==> src/cmt_map.svh <==
/*
  constants for the configurable mode timer: mode codes, time limits and
  tick timing. assumes a 100 MHz system clock.
*/
`ifndef CMT_MAP_SVH
`define CMT_MAP_SVH

`define CMT_TYPE_OFF      3'h0
`define CMT_TYPE_PULSE    3'h1
`define CMT_TYPE_DELAY    3'h2
`define CMT_TYPE_SHOT     3'h3
`define CMT_TYPE_MINON    3'h4
`define CMT_MIN_MAX       10'h3e7
`define CMT_SEC_MAX       6'h3b
`define CMT_CLK_HZ        100000000
`define CMT_TICK_S        1
`define CMT_TICK_CYCLES   (`CMT_CLK_HZ * `CMT_TICK_S)
`define CMT_HALF          16'h8000

`endif

==> src/cmt_pkg.sv <==
/*
  types for the configurable mode timer.
  assumes cmt_map.svh is on the include path.
*/
package cmt_pkg;
  // minutes and seconds time value, 000:00 to 999:59
  typedef struct packed {
    logic [9:0] min;
    logic [5:0] sec;
  } cmt_time_t;

  typedef enum logic [2:0] {
    CMT_OFF   = 3'h0,
    CMT_PULSE = 3'h1,
    CMT_DELAY = 3'h2,
    CMT_SHOT  = 3'h3,
    CMT_MINON = 3'h4
  } cmt_type_t;

  // whole state of the timer
  typedef struct packed {
    logic [31:0] tick_cnt;
    logic        tick;
    logic        in_s1;
    logic        in_s2;
    logic        in_prev;
    logic        out;
    logic        trig;
    logic        shot_ld;
    cmt_time_t   dur;
    cmt_time_t   rem;
    cmt_time_t   elapsed;
  } cmt_state_t;
endpackage : cmt_pkg

==> src/cmt_timer.sv <==
/*
  configurable mode timer: off, on-pulse, on-delay, one-shot, minimum-on.
  assumes a free 100 MHz clock; trigger comes from a pin or another domain
  and is synchronised here. duration is written by a strobe.
*/
// Notes on behaviour
// - type selects off, pulse, delay, shot, minimum-on
// - times range 000:00 to 999:59
// - retrigger modes copy duration; pulse decrements the copy
// - elapsed time read-only, minutes and seconds
// - triggered flag shows timer is timing
// - pulse: output on at trigger until expiry
// - pulse: retrigger restarts period
// - delay: output after delay, until input drops
// - delay: early drop keeps output off
// - shot: count down per tick, clear at zero
// - shot: time editable any moment
// - shot: no reload, operator writes new time
// - shot: input gates count and output
// - shot: flag set on write, cleared with output
// - minimum-on: rising input sets output
// - minimum-on: falling input starts elapsed counting
// - minimum-on: output off when elapsed reaches duration
// - minimum-on: input high again zeroes elapsed
// - minimum-on: flag while elapsed above zero
// - numeric trigger at or above half is on
`include "cmt_map.svh"
module cmt_timer #(
  parameter int unsigned TICK_CYCLES = `CMT_TICK_CYCLES
) (
  // clock and reset
  input  wire logic              CLK_SYS,
  input  wire logic              RST_N,
  // configuration
  input  wire cmt_pkg::cmt_type_t TYPE_SEL,
  input  wire cmt_pkg::cmt_time_t TIME_WDATA,
  input  wire logic              TIME_WE,
  // trigger: digital bit or numeric 0.16 fraction
  input  wire logic              TRIG_IN,
  input  wire logic              TRIG_NUM_SEL,
  input  wire logic [15:0]       TRIG_NUM,
  // results
  output logic                   TIMER_OUT,
  output logic                   TRIGGERED_FLAG,
  output cmt_pkg::cmt_time_t     ELAPSED_TIME,
  output cmt_pkg::cmt_time_t     TIME_VALUE
);
  import cmt_pkg::*;

  cmt_state_t s_q;   // registered state
  cmt_state_t s_d;   // next state

  // clamp a written time into the legal range
  function automatic cmt_time_t clamp_t(input cmt_time_t t);
    cmt_time_t r;
    r = t;
    if (r.min > `CMT_MIN_MAX) r.min = `CMT_MIN_MAX;
    if (r.sec > `CMT_SEC_MAX) r.sec = `CMT_SEC_MAX;
    return r;
  endfunction

  // one second down, borrowing a minute at 0 seconds
  function automatic cmt_time_t dec_t(input cmt_time_t t);
    cmt_time_t r;
    r = t;
    if (t.sec != 6'h00) begin
      r.sec = t.sec - 6'h01;
    end else if (t.min != 10'h000) begin
      r.min = t.min - 10'h001;
      r.sec = `CMT_SEC_MAX;
    end
    return r;
  endfunction

  // one second up, carrying into minutes after 59, saturating at 999:59
  function automatic cmt_time_t inc_t(input cmt_time_t t);
    cmt_time_t r;
    r = t;
    if (t.sec != `CMT_SEC_MAX) begin
      r.sec = t.sec + 6'h01;
    end else if (t.min != `CMT_MIN_MAX) begin
      r.min = t.min + 10'h001;
      r.sec = 6'h00;
    end
    return r;
  endfunction

  // true when a time value has run down to 000:00
  // used by pulse, delay, shot and minimum-on, so it lives in one place
  function automatic logic is_zero(input cmt_time_t t);
    return (t.min == 10'h000) && (t.sec == 6'h00);
  endfunction

  // trigger level before synchronising; a numeric source is a threshold
  logic in_raw;
  assign in_raw = TRIG_NUM_SEL ? (TRIG_NUM >= `CMT_HALF) : TRIG_IN;

  // next-state logic for the whole block
  always_comb begin
    logic      in_now;  // synchronised trigger
    logic      rise;
    logic      fall;
    cmt_time_t wr;      // clamped write value
    s_d    = s_q;
    in_now = s_q.in_s2;
    rise   = in_now & ~s_q.in_prev;
    fall   = ~in_now & s_q.in_prev;
    wr     = clamp_t(TIME_WDATA);

    // two-stage synchroniser; only the second stage is used below
    s_d.in_s1   = in_raw;
    s_d.in_s2   = s_q.in_s1;
    s_d.in_prev = in_now;

    // one-second tick enable from the free clock
    if (s_q.tick_cnt >= TICK_CYCLES - 1) begin
      s_d.tick_cnt = 32'h0000_0000;
      s_d.tick     = 1'b1;
    end else begin
      s_d.tick_cnt = s_q.tick_cnt + 32'h0000_0001;
      s_d.tick     = 1'b0;
    end

    // the duration register: the operator write always lands
    if (TIME_WE) begin
      s_d.dur = wr;
    end

    unique case (TYPE_SEL)
      CMT_PULSE: begin
        // a copy of the duration counts down and the duration stays; retrigger
        // reloads the last written value so the period starts over
        if (rise) begin
          s_d.out     = 1'b1;
          s_d.trig    = 1'b1;
          s_d.rem     = s_d.dur;
          s_d.elapsed = '0;
        end else if (s_q.out && s_q.tick) begin
          s_d.rem     = dec_t(s_q.rem);
          s_d.elapsed = inc_t(s_q.elapsed);
          if (is_zero(dec_t(s_q.rem))) begin
            s_d.out  = 1'b0;
            s_d.trig = 1'b0;
          end
        end
        if (is_zero(s_d.rem) && !rise) begin
          s_d.out  = 1'b0;
          s_d.trig = 1'b0;
        end
      end
      CMT_DELAY: begin
        // the delay is measured with the elapsed count against the
        // duration, so the remaining-time register can hold the
        // duration for display and the output stays a plain flop
        if (!in_now) begin
          s_d.out     = 1'b0;
          s_d.trig    = 1'b0;
          s_d.elapsed = '0;
        end else if (rise) begin
          s_d.rem     = s_d.dur;
          s_d.trig    = 1'b1;
          s_d.elapsed = '0;
          s_d.out     = is_zero(s_d.dur);
        end else if (s_q.trig && !s_q.out && s_q.tick) begin
          // one more second of valid input; a duration lowered during
          // the count is met at the next tick because the test is at-or-above
          s_d.elapsed = inc_t(s_q.elapsed);
          if (s_d.elapsed >= s_d.dur) s_d.out = 1'b1;
        end
      end
      CMT_SHOT: begin
        // the remaining time is the written value and is never reloaded
        if (TIME_WE) begin
          s_d.rem     = wr;
          s_d.shot_ld = 1'b1;
          s_d.elapsed = '0;
        end else if (in_now && s_q.tick && !is_zero(s_q.rem)) begin
          s_d.rem     = dec_t(s_q.rem);
          s_d.elapsed = inc_t(s_q.elapsed);
        end
        // gate: output on only while input set and time left
        s_d.out = in_now && !is_zero(s_d.rem);
        if (is_zero(s_d.rem)) s_d.shot_ld = 1'b0;
        // flag set by the write, dropped when the output goes off unless a write lands in the same cycle
        if (s_q.out && !s_d.out && !TIME_WE) s_d.shot_ld = 1'b0;
        s_d.trig = s_d.shot_ld;
      end
      CMT_MINON: begin
        if (rise) begin
          s_d.out     = 1'b1;
          s_d.elapsed = '0;
        end else if (in_now) begin
          s_d.elapsed = '0;
        end else if (s_q.out && s_q.tick) begin
          s_d.elapsed = inc_t(s_q.elapsed);
        end
        if (fall && s_q.out) s_d.elapsed = '0;
        if (!in_now && s_q.out && !rise &&
            (s_d.elapsed >= s_d.dur)) begin
          s_d.out     = 1'b0;
          s_d.elapsed = '0;
        end
        s_d.trig = !is_zero(s_d.elapsed);
      end
      default: begin
        // off, or an unused code: everything idles
        s_d.out     = 1'b0;
        s_d.trig    = 1'b0;
        s_d.elapsed = '0;
        s_d.shot_ld = 1'b0;
        s_d.rem     = s_d.dur;
      end
    endcase

    // in pulse and shot modes the live value is what is shown as time;
    // every other mode shows the duration through the same register,
    // so the time output needs no mux after the flops
    // limitation: after a type change the shown value follows one
    // clock later, which is far below one tick
    if (TYPE_SEL != CMT_PULSE && TYPE_SEL != CMT_SHOT) begin
      s_d.rem = s_d.dur;
    end
  end

  // state register; async reset to constants only
  always_ff @(posedge CLK_SYS or negedge RST_N) begin
    if (!RST_N) begin
      s_q <= '0;
    end else begin
      s_q <= s_d;
    end
  end

  // outputs straight from flip-flops
  assign TIMER_OUT      = s_q.out;
  assign TRIGGERED_FLAG = s_q.trig;
  assign ELAPSED_TIME   = s_q.elapsed;
  assign TIME_VALUE     = s_q.rem;

endmodule // cmt_timer

==> config.mk <==
export PLATFORM = sky130hd
export DESIGN_NAME = cmt_timer
export DESIGN_NICKNAME = d
export VERILOG_FILES = /design/src/cmt_pkg.sv /design/src/cmt_timer.sv
export VERILOG_INCLUDE_DIRS = /design/src
export SDC_FILE = /design/constraint.sdc
export NUM_CORES = 1
export LEC_CHECK = 0
export BUFFER_PORTS_ARGS = -buffer_cell sky130_fd_sc_hd__buf_2
export CORE_MARGIN = 2
export CORE_UTILIZATION = 45
export CTS_CLUSTER_SIZE = 20
export DETAILED_ROUTE_END_ITERATION = 12
export PLACE_DENSITY = 0.64
export REMOVE_ABC_BUFFERS = 1
export SYNTH_ARGS = -nofsm -noshare
export SYNTH_HDL_FRONTEND = slang
export SYNTH_SLANG_ARGS = --single-unit
==> constraint.sdc <==
create_clock -name CLK_SYS -period 3.8 [get_ports CLK_SYS]
set_input_delay 0.19 -clock CLK_SYS [delete_from_list [all_inputs] [get_ports CLK_SYS]]
set_output_delay 0.19 -clock CLK_SYS [all_outputs]
set_load 0.01 [all_outputs]
==> results.md, run 1 <==
- H-tree levels: 3
- Via count: 7,590
- Crit path DAT: 3.90 ns
- IO buf count: 58
- Non-Filler Instances: 1,231
- Total GRT Usage: 27.99%
- Final period utilization: 95.59%
- Post-synthesis cell type count: 97
- Row count: 47
- Leading area contributor after synthesis: dfrtp_1
- Routed len/inst: 20.05 microns
- Slew headroom: 34.49%
- Pins Over Slew Limit: 0
- Critical path's largest stage delay: 0.43 ns
- Max Cap Viol: 0
- Cell Chain, Critical Path: ha_2, buf_4, nand4_1, buf_4, or4_1, a21oi_2, ha_1, a21o_1, a2111oi_1, buf_4, o211ai_1, a21oi_2, buf_4, buf_4, a21oi_1, o21ai_0
- Clock sinks: 87
- Worst r2r src: ELAPSED_TIME[0]
- Async set-reset flop share out of synthesis: 100.0%
- Cells after DPL: 1,214
- Register area share after synthesis: 28.50%
- Initial Utilization: 46.07%
- Unrepaired setup endpoints after global routing: false
- IR drop worst, VDD: 217.1 uV
- Clk_skew: 0.008794 ns
- Synth Instances: 925
- Gpl congestion: 0.9816
- Total CTS buffers: 9
- HP Class: primary input to flop
- Core Area: 16,580 sq um
- Max Clock Freq: 0.2753 GHz
- I/O Pins: 74
- Worst-case clock buffer depth: 2
- Net Sw Power: 0.9761 mW
- First-pass GRT wire length: 39,400 microns
- CTS root buf: clkbuf_16
- Final Setup Violations: 0
- Measured slew at the worst slew-check pin: 0.9760 ns
- Fill cell count: 1,590
- DR DRC count: 0
- Buf/Inv on CP: 5
- #FFs+latches synth: 87
- Worst setup EP type: flop
- PwrDens: 306.0 nW/um^2
- Final worst path period need: 3.633 ns
- Hold Violations, Final: 0
- Total power draw: 2.704 mW
- Initial antenna violation count: 0
- Gr ovfl total: 0
- Clock Latency Late Sink: 0.36 ns
- Flop pwr share: 38.7%
- Post-synth top area share: 28.50%
- Vias in the first global route: 7,118
- Status: completed
- Combinational fraction of design power: 28.0%
- # nets final: 1,083
- Via/cell ratio: 6.166
- Detailed Place HPWL: 18,580 microns
- Detail Route Antenna Nets: 0
- Antenna cells: 0
- Die W: 134.3 microns
- Critical Path Start Type: flop
- DIE HEIGHT: 134.3 microns
- Critical Path RT: 4.07 ns
- CTS clock-pin slew for the worst setup and hold paths: 0.07 ns
- Crit path max-delay family: compound AO/OA/AOI/OAI gates
- Layout cell share with drive strength beyond 1: 23.24%
- Syn Area/Cell: 8.259 sq um
- Launch point of the critical path: ELAPSED_TIME[0]
- Main synth FF type: dfrtp_1
- Area contributors post-synth: dfrtp_1 (28%), ha_1 (6.1%), nor2_1 (4.1%), a21oi_1 (3.9%), o21ai_0 (3.7%)
- Int Pwr: 1.728 mW
- Total wire length: 24,680 microns
- Critical path class: flop to flop
- Synth-to-Final Area Change: 15.64%
- Clock network fraction of total power: 33.3%
- Total leakage power: 3.870 nW
- Largest net degree at the start of global routing: 66
- DRT iter0 DRCs: 721
- Post-synth EDFFs: 0
- Synth warnings: 0
- CTS tree: yes
- Crit-path most repeated cell: buf_4
- Worst Path Max Fanout: 6
- Slowest-stage cell, CP: or4_1
- Area of the mapped netlist: 7640 sq um
- Min-delay src: TRIG_NUM[15]
- Die ar.: 18,040 sq um
- Detailed Routing Iterations Pass 1: 5
- Switching share of power: 36.10%
-- path summary, 6_finish.rpt --
path	end	slack (ns)	cells after the start
worst min-delay path	s_d[52]	0.06	2
worst max register to register	ELAPSED_TIME[13]	0.17	16
worst max-delay path	ELAPSED_TIME[13]	0.17	16
min in group asynchronous	TIME_VALUE[4]	0.46	2
worst min register to register	s_d[51]	0.37	0
max in group asynchronous	ELAPSED_TIME[15]	2.41	3
-- final cells by class --
class | instances | area, sq um | share of cell area [%]
Clock buffer | 10 | 239.0 | 2.705
Clock inverter | 6 | 51.30 | 0.5807
Inverter | 48 | 180.2 | 2.039
Multi-Input combinational cell | 703 | 4861 | 55.02
Sequential cell | 87 | 2177 | 24.64
Tap cell | 220 | 275.3 | 3.116
Timing Repair Buffer | 157 | 1051 | 11.90
-- Yosys cell counts (all sizes together), types with 11 or more instances --
library cell,n
ha,37
buf,57
nor4,26
nand3,41
a31oi,16
o211ai,15
nand4,20
nor3,25
nor2,83
dfrtp,87
a21oi,61
inv,48
and3,16
xnor2,16
clkbuf,34
a21o,11
o21ai,57
xor2,23
nand2,64
-- cells in the final DEF (no fill, tap or decap), types with 7 or more instances in the layout --
master,n
mux2i_1,10
nand3_1,41
o22ai_1,9
and3_1,14
a21oi_1,58
a31oi_1,16
o211ai_1,15
nand2b_1,7
buf_4,98
nor4_1,15
nand2_1,64
a21o_1,11
o21ai_0,53
xnor2_1,16
xor2_1,23
inv_1,48
clkbuf_16,9
ha_1,35
nand4_1,18
nor3_1,22
buf_2,57
a22oi_1,10
nor2_1,82
dfrtp_1,87
-- stage by stage --
| step | hold WS [ns] | util (%) | area [sq um] | setup slack, ns | TNS, ns |
|---|---|---|---|---|---|
| after floorplan | -0.1056 | - | 7131 | -0.7534 | -9.192 |
| after global placement | 0.3544 | 50.97 | 8453 | 0.1391 | 0 |
| after detailed placement | 0.3524 | 50.97 | 8453 | -0.02781 | -0.05540 |
| after CTS | 0.05774 | 52.86 | 8766 | 0.03074 | 0 |
| after global routing | 0.06719 | 53.27 | 8835 | 0.01998 | 0 |
| final | 0.06036 | 53.27 | 8835 | 0.1675 | 0 |
-- registers in the layout, indices dropped and copies added (netlist names) --
name and count:
ELAPSED_TIME 16, TIMER_OUT 1, TIME_VALUE 16, TRIGGERED_FLAG 1, s_d 2, s_q 51
-- kinds of logic after synthesis --
| kind of cell | count (synthesis) | synth area share (%) |
|---|---|---|
| other | 1 | 0.04908 |
| buffers and inverters | 139 | 9.220 |
| AO/OA/AOI/OAI | 261 | 23.45 |
| AND/OR/NAND/NOR | 345 | 26.01 |
| flip-flops | 87 | 28.50 |
| XOR/XNOR | 39 | 4.471 |
| adder cells (fa/ha/maj) | 37 | 6.060 |
| multiplexers | 16 | 2.244 |
-- power by group through the flow --
stage / Clock, mW / Combinational [mW] / Sequential (mW)
2_1_floorplan: 0 / 0.381 / 1.08
3_3_place_gp: 0 / 0.730 / 1.06
3_5_place_dp: 0 / 0.734 / 1.06
4_1_cts: 0.920 / 0.739 / 1.04
5_1_grt: 0.962 / 0.819 / 1.05
6_report: 0.900 / 0.757 / 1.05
-- routing by layer --
layer | global-route usage, % | share of wire [%] | up-vias
met5 | 0 | 0 | -
met4 | 8.947 | 2.7 | 0
met3 | 6.160 | 8.3 | 58
met2 | 43.76 | 46 | 341
met1 | 38.63 | 43 | 3614
li1 | - | - | 3577
-- worst reg2reg max path, cell delays in order, from the launching register on --
cell       delay, ns
dfrtp_1         0.37
ha_2            0.23
buf_4           0.14
nand4_1         0.13
buf_4           0.19
or4_1           0.43
a21oi_2         0.19
ha_1            0.26
a21o_1          0.18
a2111oi_1       0.38
buf_4           0.19
o211ai_1        0.10
a21oi_2         0.16
buf_4           0.18
buf_4           0.16
a21oi_1         0.08
o21ai_0         0.17
-- what timing repair did --
item / 4_1_cts / 5_1_grt
endpoints found under the hold margin: 18 / 0
pin swaps: 0 / 3
resized for setup: 2 / 18
hold buffers: 1 / 0
endpoints found under the setup margin: 16 / 18
setup buffers: 0 / 0
(Power assumes the default switching activity.)
==> run 2: changes to the inputs <==
ABC_AREA = 1   (was not set)
==> results.md, run 2 <==
- Pins Over Slew Limit: 0 (unchanged)
- Count leader, synth: nand2_1 (was dfrtp_1)
- CTS root buf: clkbuf_16 (unchanged)
- IO buf count: 58 (unchanged)
- Detailed Place HPWL: 14,900 microns (was 18,580 microns)
- # nets final: 1,155 (was 1,083)
- Async set-reset flop share out of synthesis: 100.0% (unchanged)
- Buf/Inv on CP: 3 (was 5)
- Synth cell count leaders: nand2_1 (260), inv_1 (118), dfrtp_1 (87), nor2_1 (80), o21ai_0 (71) (was dfrtp_1 (87), nor2_1 (83), nand2_1 (64), a21oi_1 (60), o21ai_0 (57))
- Crit path DAT: 3.78 ns (was 3.90 ns)
- Die W: 130.4 microns (was 134.3 microns)
- Worst setup EP type: flop (unchanged)
- Met2 Use GR: 38.96% (was 43.76%)
- CTS tree: yes (unchanged)
- Synth warnings: 0 (unchanged)
- Hold_ws: -0.01776 ns (was 0.06036 ns)
- Routed len/inst: 15.41 microns (was 20.05 microns)
- Gpl congestion: 0.8964 (was 0.9816)
- Crit path max-delay family: compound AO/OA/AOI/OAI gates (unchanged)
- Critical path class: flop to flop (unchanged)
- GR Layer Usage met3: 3.217% (was 6.160%)
- DIE HEIGHT: 130.4 microns (was 134.3 microns)
- Clock Latency Late Sink: 0.36 ns (about the same)
- PwrDens: 333.7 nW/um^2 (was 306.0 nW/um^2)
- Cell Chain, Critical Path: ha_2, nand3_1, nor2_4, buf_6, buf_4, o21ai_0, a21oi_1, ha_1, nand2_1, o21ai_0, a21oi_1, nand3_1, nand2_1, buf_4, o21ai_0, nand2_1, nor2_1, nand2_1, a21oi_1, nand2_1, nand2_1, nand2_1 (was ha_2, buf_4, nand4_1, buf_4, or4_1, a21oi_2, ha_1, a21o_1, a2111oi_1, buf_4, o211ai_1, a21oi_2, buf_4, buf_4, a21oi_1, o21ai_0)
- Setup ws final: 0.2715 ns (was 0.1675 ns)
- Critical Path RT: 4.05 ns (was 4.07 ns)
- Area contributors post-synth: dfrtp_1 (30%), nand2_1 (14%), ha_1 (6.4%), inv_1 (6.2%), o21ai_0 (4.9%) (was dfrtp_1 (28%), ha_1 (6.1%), nor2_1 (4.1%), a21oi_1 (3.9%), o21ai_0 (3.7%))
- Status: complete, but fails checks (was completed)
- Total wire length: 20,020 microns (was 24,680 microns)
- Register area share after synthesis: 30.28% (was 28.50%)
- IR drop worst, VDD: 199.3 uV (was 217.1 uV)
- H-tree levels: 3 (unchanged)
- Critical Path Start Type: flop (unchanged)
- Synth-to-Final Area Change: 9.361% (was 15.64%)
- Row count: 46 (was 47)
- DRT iter0 DRCs: 559 (was 721)
- Detailed Routing Iterations Pass 1: 5 (unchanged)
- Met1 Usage GRT: 34.29% (was 38.63%)
- Initial antenna violation count: 0 (unchanged)
- I/O Pins: 74 (unchanged)
- Post-synth top area share: 30.28% (was 28.50%)
- Total CTS buffers: 9 (unchanged)
- Most common cell after layout, fill and taps aside: nand2_1 (was buf_4)
- Antenna cells: 0 (unchanged)
- Final period utilization: 92.86% (was 95.59%)
- Worst slack at placement: 0.2333 ns (was -0.02781 ns)
- Post-synthesis cell type count: 52 (was 97)
- Final worst path period need: 3.529 ns (was 3.633 ns)
- Total leakage power: 3.873 nW (was 3.870 nW)
- Worst Path Max Fanout: 11 (was 6)
- Die ar.: 17,010 sq um (was 18,040 sq um)
- #FFs+latches synth: 87 (unchanged)
- Slowest-stage cell, CP: dfrtp_1 (was or4_1)
- Max reg flops: 51 (unchanged)
- Via/cell ratio: 5.334 (was 6.166)
- DR DRC count: 0 (unchanged)
- Gr ovfl total: 0 (unchanged)
- Initial Utilization: 45.60% (was 46.07%)
- Via count: 6,929 (was 7,590)
- Worst-case clock buffer depth: 2 (unchanged)
- Worst r2r src: ELAPSED_TIME[1] (was ELAPSED_TIME[0])
- Vias in the first global route: 6,504 (was 7,118)
- Largest net degree at the start of global routing: 75 (was 66)
- Layout cell share with drive strength beyond 1: 16.16% (was 23.24%)
- Placement Cell Area: 7482 sq um (was 8453 sq um)
- Max Clock Freq: 0.2834 GHz (was 0.2753 GHz)
- FF+latch area: 2177 sq um (unchanged)
- Leading area contributor after synthesis: dfrtp_1 (unchanged)
- Area of the mapped netlist: 7191 sq um (was 7640 sq um)
- Launch point of the critical path: ELAPSED_TIME[1] (was ELAPSED_TIME[0])
- HP Class: primary input to async pin (was primary input to flop)
- Hold Violations, Final: 16 (was 0)
- Crit-path most repeated cell: nand2_1 (was buf_4)
- Multi-input logic area: 4134 sq um (was 4861 sq um)
- Total GRT Usage: 24.38% (was 27.99%)
- Syn Area/Cell: 6.907 sq um (was 8.259 sq um)
- Most flop-heavy register: s_q (unchanged)
- CTS clock-pin slew for the worst setup and hold paths: 0.07 ns (about the same)
- Fill cell count: 1,636 (was 1,590)
- Critical path's largest stage delay: 0.42 ns (was 0.43 ns)
- Failing checks: negative hold slack
- First-pass GRT wire length: 32,450 microns (was 39,400 microns)
- Total power draw: 2.624 mW (was 2.704 mW)
- Post-synth EDFFs: 0 (unchanged)
- Clock sinks: 87 (unchanged)
- Fin util: 49.87% (was 53.27%)
- Slew headroom: 32.29% (was 34.49%)
- Final Setup Violations: 0 (unchanged)
- Core Area: 15,770 sq um (was 16,580 sq um)
- Clk_skew: 0.005589 ns (was 0.008794 ns)
- Most frequent cells in the layout: nand2_1 (260), inv_1 (117), dfrtp_1 (87), nor2_1 (80), o21ai_0 (70) (was buf_4 (98), dfrtp_1 (87), nor2_1 (82), nand2_1 (64), a21oi_1 (58))
- Detail Route Antenna Nets: 0 (unchanged)
- Max Cap Viol: 0 (unchanged)
- Synth Instances: 1,041 (was 925)
- Busiest layer in global routing: met2 (unchanged)
- Measured slew at the worst slew-check pin: 1.016 ns (was 0.9760 ns)
- Main synth FF type: dfrtp_1 (unchanged)
- Post-route cell area: 7864 sq um (was 8835 sq um)
## run 2: cell types whose count changed in the layout (fill, tap and decap cells not counted), moves of 13 or more
cell / delta
o211ai_1: -13
buf_4: -72
inv_1: +69
xor2_1: -13
o21ai_0: +17
and3_1: -13
nand2_1: +196
xnor2_1: -15
nand3_1: +18
nand2_2: +13
nor2_2: +16
## run 2: area by class of cell
| class | count | share of cell area (%) |
|---|---|---|
| clock buffers | 9 | 2.864 |
| multi-input cells | 765 | 52.57 |
| flip-flops and latches | 87 | 27.68 |
| inverters | 130 | 6.269 |
| clock inverters | 7 | 0.7796 |
| repair buffers | 85 | 6.396 |
| well taps | 216 | 3.437 |
## run 2: repair_timing
action	4_1_cts	5_1_grt
gates resized for setup	0	9
hold buffers	0	0
setup buffers	0	9
endpoints found under the setup margin	0	9
## run 2: metal layers
metal	part of all wire, %	up-vias
li1	-	3497
met1	46	3173
met2	45	233
met3	6.2	26
met4	2.0	0
met5	0	-
## run 2: kinds of logic (layout without fill, tap and decap cells)
logic type | after synthesis | after routing | share of synthesized area (%)
buf+inv | 193 | 231 | 12.72
xor+xnor | 11 | 11 | 1.340
simple gates | 509 | 509 | 32.83
other cells | 1 | 5 | 0.05215
mux | 1 | 1 | 0.1566
compound gates | 202 | 202 | 16.18
flops | 87 | 87 | 30.28
fa+ha+maj | 37 | 37 | 6.438
## run 2: report_power, final
part / internal, mW / leakage, nW / switching [mW]
clock network: 0.458 / 0.140 / 0.437
logic: 0.229 / 2.60 / 0.478
registers: 0.973 / 1.13 / 0.0498
total: 1.66 / 3.87 / 0.965
## run 2: per-stage QoR
stage | setup TNS, ns | cells
after global routing | -0.02413 | 1299
after detailed placement | 0 | 1274
after CTS | 0 | 1290
after global placement | 0 | 1274
final | 0 | 1299
after floorplan | 0 | 982
## run 2: final timing paths
path / slack [ns] / endpoint / depth (start not counted)
worst min register to register: 0.35 / s_d[51] / 0
worst max register to register: 0.27 / TRIGGERED_FLAG / 22
min in group CLK_SYS: 0.09 / s_d[52] / 2
max in group asynchronous: 3.06 / ELAPSED_TIME[5] / 2
worst max-delay path: 0.27 / TRIGGERED_FLAG / 22
worst min-delay path: -0.02 / s_q[77] / 1
